--- src/rtl/pllr_pkg.sv ---
// shared constants for the loop reconfiguration scan chain and its controller
package pllr_pkg;
    // clocking
    localparam int CLOCK_MHZ      = 100;           // system and shift clock rate
    localparam int SHIFT_MAX_MHZ  = 100;           // highest allowed shift clock rate
    // chain geometry
    localparam int CHAIN_BITS     = 144;           // whole scan chain
    localparam int DIV_BITS       = 18;            // one divider slice
    localparam int CNT_BITS       = 8;             // high or low count width
    localparam int LOOP_BITS      = 9;             // pump or filter slice
    localparam int NUM_OUT        = 5;             // output dividers
    // slice positions, first bit shifted in lands at bit 0
    localparam int OUT_LAST_BASE  = 0;             // output divider 4 (first in)
    localparam int FB_BASE        = 90;            // feedback divider
    localparam int PRE_BASE       = 108;           // prescale divider
    localparam int PUMP_BASE      = 126;           // pump current setting
    localparam int FILT_BASE      = 135;           // loop filter r and c settings
    localparam int LOOP_SPAN      = 54;            // feedback..filter, needs loop reset
    // field positions inside a divider slice
    localparam int LOW_POS        = 0;             // low count lsb
    localparam int ODD_POS        = 8;             // odd_half_cycle_select
    localparam int HIGH_POS       = 9;             // high count lsb
    localparam int BYP_POS        = 17;            // divider_bypass_bit
    // reset values
    localparam logic [DIV_BITS-1:0]   DIV_RESET   = 18'h20000; // bypassed
    localparam logic [LOOP_BITS-1:0]  LOOP_RESET  = 9'h000;
    localparam logic [CHAIN_BITS-1:0] CHAIN_RESET = 144'h0;
    // controller counts
    localparam logic [7:0] LAST_SHIFT = 8'h8f;     // index of bit 143
endpackage : pllr_pkg

--- src/rtl/pllr_link_if.sv ---
// scan chain link between the reconfiguration controller and the loop
`timescale 1ns/1ns
interface pllr_link_if;
    logic shift_clock_gate;      // enables shifting
    logic serial_config_in;      // serial data into chain
    logic apply_config_strobe;   // copy chain to active settings
    logic reconfig_done_pulse;   // high while update in progress
    logic serial_config_out;     // chain contents out
    logic pll_async_reset;       // loop reset after loop changes

    modport device (
        input  shift_clock_gate,
        input  serial_config_in,
        input  apply_config_strobe,
        input  pll_async_reset,
        output reconfig_done_pulse,
        output serial_config_out
    );
    modport ctrl (
        output shift_clock_gate,
        output serial_config_in,
        output apply_config_strobe,
        output pll_async_reset,
        input  reconfig_done_pulse,
        input  serial_config_out
    );
endinterface : pllr_link_if

--- src/rtl/pllr_device.sv ---
// device end: scan chain, update logic and five programmable output dividers
//
// Rules of the link, kept by this block and its controller
// feedback, prescale, outputs, pump, filter reconfigurable live
// serial bits clocked in, clock at most 100 MHz
// high gate shifts; low gate leaves chain alone
// gate rises one clock before first bit
// first bit captured second edge after gate
// gate lowered after 144 bits shifted
// strobe copies chain into active settings
// done high during update, falls when done
// each divider switches at its own boundary
// loop changes need loop reset pulse
// sequence repeats without limit
// chain contents appear on serial output
// frequency update keeps divider phase; a following loop reset clears the divider counters
// eight-bit high and low counts set division
// bypass bit gives divide by one
// select low: fall on rising edge
// select high: fall on falling edge
// chain is 144 bits, fixed slice sizes
// first bit divider four low lsb
// bypass ignores all other count bits
// no gate, no strobe: nothing changes
`timescale 1ns/1ns
module pllr_device
    import pllr_pkg::*;
(
    input  wire logic                 clock_i,            // oscillator and shift clock
    input  wire logic                 rst_n_i,            // synchronous reset
    pllr_link_if.device               link,               // chain pins
    output logic [NUM_OUT-1:0]        divided_clock_o,    // output_dividers clocks
    output logic [DIV_BITS-1:0]       feedback_setting_o, // active feedback divider
    output logic [DIV_BITS-1:0]       prescale_setting_o, // active prescale divider
    output logic [LOOP_BITS-1:0]      pump_setting_o,     // active pump current
    output logic [LOOP_BITS-1:0]      filter_setting_o,   // active loop filter
    output logic                      update_busy_o       // dividers still pending
);
    logic [CHAIN_BITS-1:0] chain;      // scan chain, bit 0 oldest
    logic                  gate_d;     // gate seen on previous edge
    logic                  strobe_d;   // strobe seen on previous edge
    logic                  done_q;     // done pulse register
    logic                  shift_en;   // shift on this edge
    logic                  apply;      // strobe rising edge
    logic [NUM_OUT-1:0]    pend_vec;   // dividers waiting to switch
    logic [DIV_BITS-1:0]   fb_q;       // active feedback
    logic [DIV_BITS-1:0]   pre_q;      // active prescale
    logic [LOOP_BITS-1:0]  pump_q;     // active pump
    logic [LOOP_BITS-1:0]  filt_q;     // active filter

    // gate must have been high on the edge before, so the first edge
    // after it rises only arms and the second one shifts
    assign shift_en = link.shift_clock_gate & gate_d;
    assign apply    = link.apply_config_strobe & ~strobe_d;

    // edge history of gate and strobe
    always_ff @(posedge clock_i)
    begin
        if (!rst_n_i)
        begin
            gate_d   <= 1'b0;
            strobe_d <= 1'b0;
        end
        else
        begin
            gate_d   <= link.shift_clock_gate;
            strobe_d <= link.apply_config_strobe;
        end
    end

    // scan chain: new bit enters at the top, so after 144 shifts the
    // first bit sits at bit 0 and the last at bit 143
    always_ff @(posedge clock_i)
    begin
        if (!rst_n_i)
            chain <= CHAIN_RESET;
        else if (shift_en)
            chain <= {link.serial_config_in, chain[CHAIN_BITS-1:1]};
        // otherwise hold, running clock or not
    end

    // oldest bit is what the next shift pushes out
    assign link.serial_config_out = chain[0];

    // loop settings switch at once; they only take proper effect after
    // the controller pulses the loop reset
    always_ff @(posedge clock_i)
    begin
        if (!rst_n_i)
        begin
            fb_q   <= DIV_RESET;
            pre_q  <= DIV_RESET;
            pump_q <= LOOP_RESET;
            filt_q <= LOOP_RESET;
        end
        else if (apply)
        begin
            fb_q   <= chain[FB_BASE +: DIV_BITS];
            pre_q  <= chain[PRE_BASE +: DIV_BITS];
            pump_q <= chain[PUMP_BASE +: LOOP_BITS];
            filt_q <= chain[FILT_BASE +: LOOP_BITS];
        end
    end

    // done rises after the strobe and falls once every divider switched;
    // a repeat strobe re-raises it, so sequences can follow freely
    always_ff @(posedge clock_i)
    begin
        if (!rst_n_i)
            done_q <= 1'b0;
        else if (apply)
            done_q <= 1'b1;
        else if (pend_vec == '0)
            done_q <= 1'b0;
    end

    // one output divider per slice, output 4 at the chain bottom
    for (genvar gi = 0; gi < NUM_OUT; gi++)
    begin : g_div
        localparam int BASE = OUT_LAST_BASE + (NUM_OUT - 1 - gi) * DIV_BITS;

        logic [DIV_BITS-1:0] staged;    // snapshot taken at the strobe
        logic [DIV_BITS-1:0] active;    // setting in use
        logic                pending;   // snapshot not yet adopted
        logic [8:0]          cnt;       // position in the period
        logic [8:0]          total;     // division factor
        logic [8:0]          cnt_inc;   // cnt plus one
        logic [8:0]          high_w;    // high count widened
        logic                boundary;  // last cycle of the period
        logic                next_out;  // level after the next rising edge
        logic                out_q;     // rising-edge output level
        logic                cut_n;     // falling-edge early drop
        logic                bypass;
        logic                odd_sel;

        assign bypass   = active[BYP_POS];
        assign odd_sel  = active[ODD_POS];
        assign high_w   = {1'b0, active[HIGH_POS +: CNT_BITS]};
        // division is high count plus low count
        assign total    = high_w + {1'b0, active[LOW_POS +: CNT_BITS]};
        assign cnt_inc  = cnt + 9'h001;
        // bypassed divider is at a boundary every cycle
        assign boundary = bypass | (cnt_inc >= total);
        assign next_out = boundary ? (high_w != 9'h000) : (cnt_inc < high_w);

        // snapshot on the strobe; a new strobe wins over adoption
        always_ff @(posedge clock_i)
        begin
            if (!rst_n_i)
            begin
                staged  <= DIV_RESET;
                pending <= 1'b0;
            end
            else if (apply)
            begin
                staged  <= chain[BASE +: DIV_BITS];
                pending <= 1'b1;
            end
            else if (pending && boundary)
                pending <= 1'b0;
        end

        // adopt only at this divider's own period boundary, so outputs
        // switch at different moments and no runt pulse appears
        always_ff @(posedge clock_i)
        begin
            if (!rst_n_i)
                active <= DIV_RESET;
            else if (pending && boundary)
                active <= staged;
        end

        // period counter; a new setting does not restart it, but the loop reset clears it,
        // so the divider keeps its phase across an update only when no loop reset follows
        always_ff @(posedge clock_i)
        begin
            if (!rst_n_i || link.pll_async_reset)
            begin
                cnt   <= 9'h000;
                out_q <= 1'b0;
            end
            else
            begin
                cnt   <= boundary ? 9'h000 : cnt_inc;
                out_q <= next_out;
            end
        end

        // with odd select, drop half a cycle early on the falling edge
        always_ff @(negedge clock_i)
        begin
            if (!rst_n_i)
                cut_n <= 1'b0;
            else
                cut_n <= odd_sel & out_q & ~next_out;
        end

        // bypass passes the oscillator straight through
        assign divided_clock_o[gi] = bypass ? clock_i : (out_q & ~cut_n);
        assign pend_vec[gi]        = pending;
    end

    assign link.reconfig_done_pulse = done_q;
    assign feedback_setting_o       = fb_q;
    assign prescale_setting_o       = pre_q;
    assign pump_setting_o           = pump_q;
    assign filter_setting_o         = filt_q;
    assign update_busy_o            = pend_vec != '0;
endmodule : pllr_device

--- src/flat_wrapper.sv ---
// flat-port wrapper written by rule: the top's interface ports become plain ports
module pllr_device_flat import pllr_pkg::*;
  (clock_i, rst_n_i, divided_clock_o, feedback_setting_o, prescale_setting_o, pump_setting_o, filter_setting_o, update_busy_o, link_shift_clock_gate, link_serial_config_in, link_apply_config_strobe, link_pll_async_reset, link_reconfig_done_pulse, link_serial_config_out);
  pllr_link_if link_i ();
  input  wire logic clock_i;
  input  wire logic rst_n_i;
  output logic [NUM_OUT-1:0] divided_clock_o;
  output logic [DIV_BITS-1:0] feedback_setting_o;
  output logic [DIV_BITS-1:0] prescale_setting_o;
  output logic [LOOP_BITS-1:0] pump_setting_o;
  output logic [LOOP_BITS-1:0] filter_setting_o;
  output logic update_busy_o;
  input wire logic [$bits(link_i.shift_clock_gate)-1:0] link_shift_clock_gate;
  input wire logic [$bits(link_i.serial_config_in)-1:0] link_serial_config_in;
  input wire logic [$bits(link_i.apply_config_strobe)-1:0] link_apply_config_strobe;
  input wire logic [$bits(link_i.pll_async_reset)-1:0] link_pll_async_reset;
  output wire logic [$bits(link_i.reconfig_done_pulse)-1:0] link_reconfig_done_pulse;
  output wire logic [$bits(link_i.serial_config_out)-1:0] link_serial_config_out;
  assign link_i.shift_clock_gate = link_shift_clock_gate;
  assign link_i.serial_config_in = link_serial_config_in;
  assign link_i.apply_config_strobe = link_apply_config_strobe;
  assign link_i.pll_async_reset = link_pll_async_reset;
  assign link_reconfig_done_pulse = link_i.reconfig_done_pulse;
  assign link_serial_config_out = link_i.serial_config_out;
  pllr_device u_core (.clock_i(clock_i), .rst_n_i(rst_n_i), .link(link_i), .divided_clock_o(divided_clock_o), .feedback_setting_o(feedback_setting_o), .prescale_setting_o(prescale_setting_o), .pump_setting_o(pump_setting_o), .filter_setting_o(filter_setting_o), .update_busy_o(update_busy_o));
endmodule
--- config.mk ---
export PLATFORM = sky130hd
export DESIGN_NAME = pllr_device_flat
export DESIGN_NICKNAME = d
export VERILOG_FILES = /design/src/rtl/pllr_pkg.sv /design/src/rtl/pllr_link_if.sv /design/src/rtl/pllr_device.sv /design/src/flat_wrapper.sv
export SDC_FILE = /design/constraint.sdc
export NUM_CORES = 1
export LEC_CHECK = 0
export BUFFER_PORTS_ARGS = -buffer_cell sky130_fd_sc_hd__buf_2
export CAP_MARGIN = 5
export CELL_PAD_IN_SITES_DETAIL_PLACEMENT = 0
export CELL_PAD_IN_SITES_GLOBAL_PLACEMENT = 2
export CORE_MARGIN = 2
export CORE_UTILIZATION = 35
export DETAILED_ROUTE_END_ITERATION = 12
export PLACE_DENSITY_LB_ADDON = 0.15
export SKIP_LAST_GASP = 1
export SLEW_MARGIN = 20
export SYNTH_ARGS = -nofsm -noshare
export SYNTH_HDL_FRONTEND = slang
export SYNTH_SLANG_ARGS = --single-unit
--- constraint.sdc ---
create_clock -name clock_i -period 3.1 [get_ports clock_i]
set_input_delay 0.775 -clock clock_i [delete_from_list [all_inputs] [get_ports clock_i]]
set_output_delay 0.775 -clock clock_i [all_outputs]
set_load 0.01 [all_outputs]
==> impl_metrics.yaml <==
global_routing:
  grtUsageTotal_pct: 16.5
  grt_pass1_wl_um: 81100
  antenna_found_initial: 0
  grt_max_degree: 199
  grt_pass1_vias: 15800
  overflow: 0
critical_path:
  critPathMaxFanout: 2
  reg2reg_setup_slack_ns: -1.40
  crit_required_ns: 2.05
  reg2regPathDepth: 14
  crit_type: "reg -> reg"
  cp-start-kind: "flip-flop"
  r2r-end: "u_core.g_div[3].cut_n"
  slowest_delay_ns: 0.33
  crit_slowest_cell: "dfxtp_2"
  timing.rr.start: "u_core.g_div[3].active[9]"
  worstPathArrival_ns: 3.45
  crit_path_end_kind: "flip-flop"
  worstPathCellList: "ha_4 > inv_2 > fa_2 > nor2b_2 > o21ai_2 > a21boi_2 > o31ai_2 > a21bo_2 > ha_4 > a211oi_2 > o21ai_2 > a211oi_2 > mux2_4 > and4_1"
placed_design:
  placement.cell_area_um2: 22600
  finalWeightedCongestion: 0.778
  port_buffers: 67
  hpwl_um: 32500
floorplanning:
  initial_core_util_pct: 35.4
  die_area_um2: 58900
  rows: 87
  ios: 68
  coreArea_um2: 56400
  fp.dieH_um: 243
  die_w_um: 243
clock_tree:
  cts-root-buf: "clkbuf_16"
  clk_pin_slew_ns: 0.06
  clock_latency_ns: 0.61
  cts_buffer_depth: 3
  cts_tree: "done"
  cts_inserted_buffers: 51
  ctsHtreeMaxLevel: 2
layout:
  fill_cells: 5740
  final_area_um2: 24900
  n_antenna_cell: 0
  drive_gt1_share_pct: 18.2
  layout.nets: 2719
  seqCellArea_um2: 8850
  multi_input_area_um2: 10700
  syn_to_final_growth_pct: 24.9
logic_synthesis:
  synth-edff-count: 0
  syn_area_per_cell_um2: 8.50
  yosysSeqAreaShare_pct: 44.2
  ys_warn_count: 0
  async_flop_share_pct: 0
  netlist_instances: 2348
  synth_cell_type_count: 52
  synth_seq_cells: 441
  synthesis.nets: 2484
  yosys.area.top_type: "dfxtp_1"
  synth_top_area_share_pct: 44.2
  synth_area_um2: 20000
  synth_area_leaders: "dfxtp_1 44%, nand2_1 15%, a21boi_0 11%"
  synth_ff_type: "dfxtp_1"
timing:
  worst_slew_pin_slew_ns: 1.06
  setup_viol: 19
  finClkSkew_ns: 0.0417
  rsz0062_at_grt: "true"
  setup_slack_ns: -1.40
  final_max_slew_viol_count: 0
  max_slew_margin_pct: 29.1
  hold_viol: 0
job:
  maxCapViolCount: 0
status:
  status: "finished with violations"
  violations: "setup timing"
min_path:
  min_path_cells: 2
  hold_class: "reg -> reg"
  holdPathEnd: "u_core.g_div[1].active[7]"
  worstHoldStart: "u_core.g_div[1].staged[7]"
power:
  p_leak_nw: 9.71
  peakVddDrop_mv: 0.338
  power_mw: 12.3
  powerDensity_nw_per_um2: 493
routing:
  via_per_inst: 4.69
  vias: 15800
  detail-route-antenna-nets: 0
  drtPass1Iterations: 4
  first_iter_violations: 683
  wl_um: 49300
  route.detailed.drc: 0
  wl_per_cell_um: 14.6
==> flip-flops by register name, summed over array words and instances, names as in the netlist <==
signal and flops:
u_core.gate_d 1, u_core.g_div.cut_n 5, u_core.g_div.staged 90, u_core.g_div.pending 5, u_core.filter_setting_o 9, u_core.feedback_setting_o 18
u_core.pump_setting_o 9, u_core.link.reconfig_done_pulse 1, u_core.g_div.cnt 45, u_core.prescale_setting_o 18, u_core.g_div.active 90, u_core.chain 144
u_core.g_div.out_q 5, u_core.strobe_d 1
==> worst max-delay path by stage <==
stage | endpoint | slack [ns] | start | cells after the start
global route | u_core.g_div[3].cut_n | -1.53 | u_core.g_div[3].active[9] | 14
detailed placement | u_core.g_div[3].cut_n | -1.44 | u_core.g_div[3].active[0] | 14
floorplan | u_core.g_div[3].cut_n | -1.35 | u_core.g_div[3].active[9] | 15
CTS | u_core.g_div[3].cut_n | -1.44 | u_core.g_div[3].active[0] | 14
global placement | u_core.g_div[3].cut_n | -1.45 | u_core.g_div[3].active[0] | 14
finish | u_core.g_div[3].cut_n | -1.40 | u_core.g_div[3].active[9] | 14
==> worst max-delay path, delay by kind of cell (launching register included) <==
kind                       cells  cell delay, ns
adders and majority gates      3            0.58
muxes                          1            0.33
DFF                            1            0.33
AOI/OAI and AO/OA              7            1.35
and+or+nand+nor                2            0.24
buffers and inverters          1            0.05
==> metrics by stage <==
stage                     util [%]  hold WS [ns]  setup slack [ns]  std cells  TNS [ns]
after global routing          44.2         0.459             -1.53       3371    -16.98
after detailed placement      40.1         0.455             -1.44       3251    -17.52
after global placement        40.1         0.451             -1.45       3251    -15.95
after CTS                     43.5         0.430             -1.44       3358     -9.10
final                         44.2         0.459             -1.40       3371     -8.58
after floorplan                  -         0.431             -1.35       2348     -6.13
==> cells in the mapped netlist, types with 10 or more instances <==
cell and count:
buf_2 26, o21ai_0 37, a211oi_1 15, o22ai_1 10
nand3_1 31, o21a_1 12, nor2_1 65, mux2i_1 87
a21oi_1 36, nor2b_1 31, dfxtp_1 441, nand4_1 13
inv_1 60, a21boi_0 284, and3_1 31, ha_1 125
nand2_1 795, xor2_1 40, xnor2_1 13, clkbuf_1 94
==> layer usage <==
layer | part of all wire [%] | up-vias | global-route usage (%) | wire length, um
li1 | - | 8301 | - | -
met1 | 52 | 7341 | 23.2 | 25400
met2 | 44 | 117 | 26.2 | 21500
met3 | 2.8 | 62 | 2.70 | 1400
met4 | 2.0 | 0 | 4.60 | 961
met5 | 0 | - | 0 | 0
==> kinds of logic (layout without fill, tap and decap cells) <==
group / after synthesis / after routing / synth area share (%)
and+or+nand+nor: 1007 / 1007 / 20.7
DFF: 441 / 441 / 44.2
AOI/OAI and AO/OA: 434 / 434 / 15.7
buffers and inverters: 194 / 461 / 4.21
adders and majority gates: 130 / 130 / 8.34
muxes: 89 / 89 / 4.50
xor gates and xnor gates: 53 / 53 / 2.33
==> area by class of cell <==
class / count / share of cell area [%]
clock inverter: 15 / 0.447
multi-input combinational: 1713 / 43.0
timing repair buffer: 302 / 10.2
inverter: 59 / 0.889
tap: 756 / 3.80
clock buffer: 85 / 6.15
sequential: 441 / 35.5
==> repair_timing <==
| action | 4_1_cts | 5_1_grt |
|---|---|---|
| pin swaps | 12 | 28 |
| setup endpoints to repair | 85 | 134 |
| hold buffers | 0 | 0 |
| setup buffers | 8 | 11 |
| cloned | 5 | 5 |
| resized for setup | 34 | 53 |
==> power breakdown <==
part	internal [mW]	switching, mW	total, mW	leakage [nW]
clock network	3.58	2.49	6.08	0.854
logic	0.190	0.312	0.502	5.29
registers	5.69	0.0172	5.70	3.56
==> cells in the final DEF, fill, tap and decap left out, types with 6 or more instances in the layout <==
cell type,Yosys,final
nand2_1,795,794
dfxtp_1,441,424
a21boi_0,284,281
buf_4,3,207
ha_1,125,113
mux2i_1,87,85
inv_1,60,64
nor2_1,65,63
buf_2,26,63
clkbuf_16,0,58
xor2_1,40,40
a21oi_1,36,31
and3_1,31,31
nand3_1,31,30
o21ai_0,37,23
nor2b_1,31,21
clkbuf_1,94,21
dfxtp_2,0,17
buf_12,1,16
nand4_1,13,13
xnor2_1,13,13
o21a_1,12,12
ha_4,0,12
a211oi_2,3,11
buf_6,7,10
o21ai_1,1,9
a21o_1,7,7
a211oi_1,15,7
or3_1,7,7
and4_1,6,6
o21ai_2,0,6
nor2b_2,1,6
o22ai_1,10,6
clkbuf_8,0,6
Power figures use the tool's default switching activity.
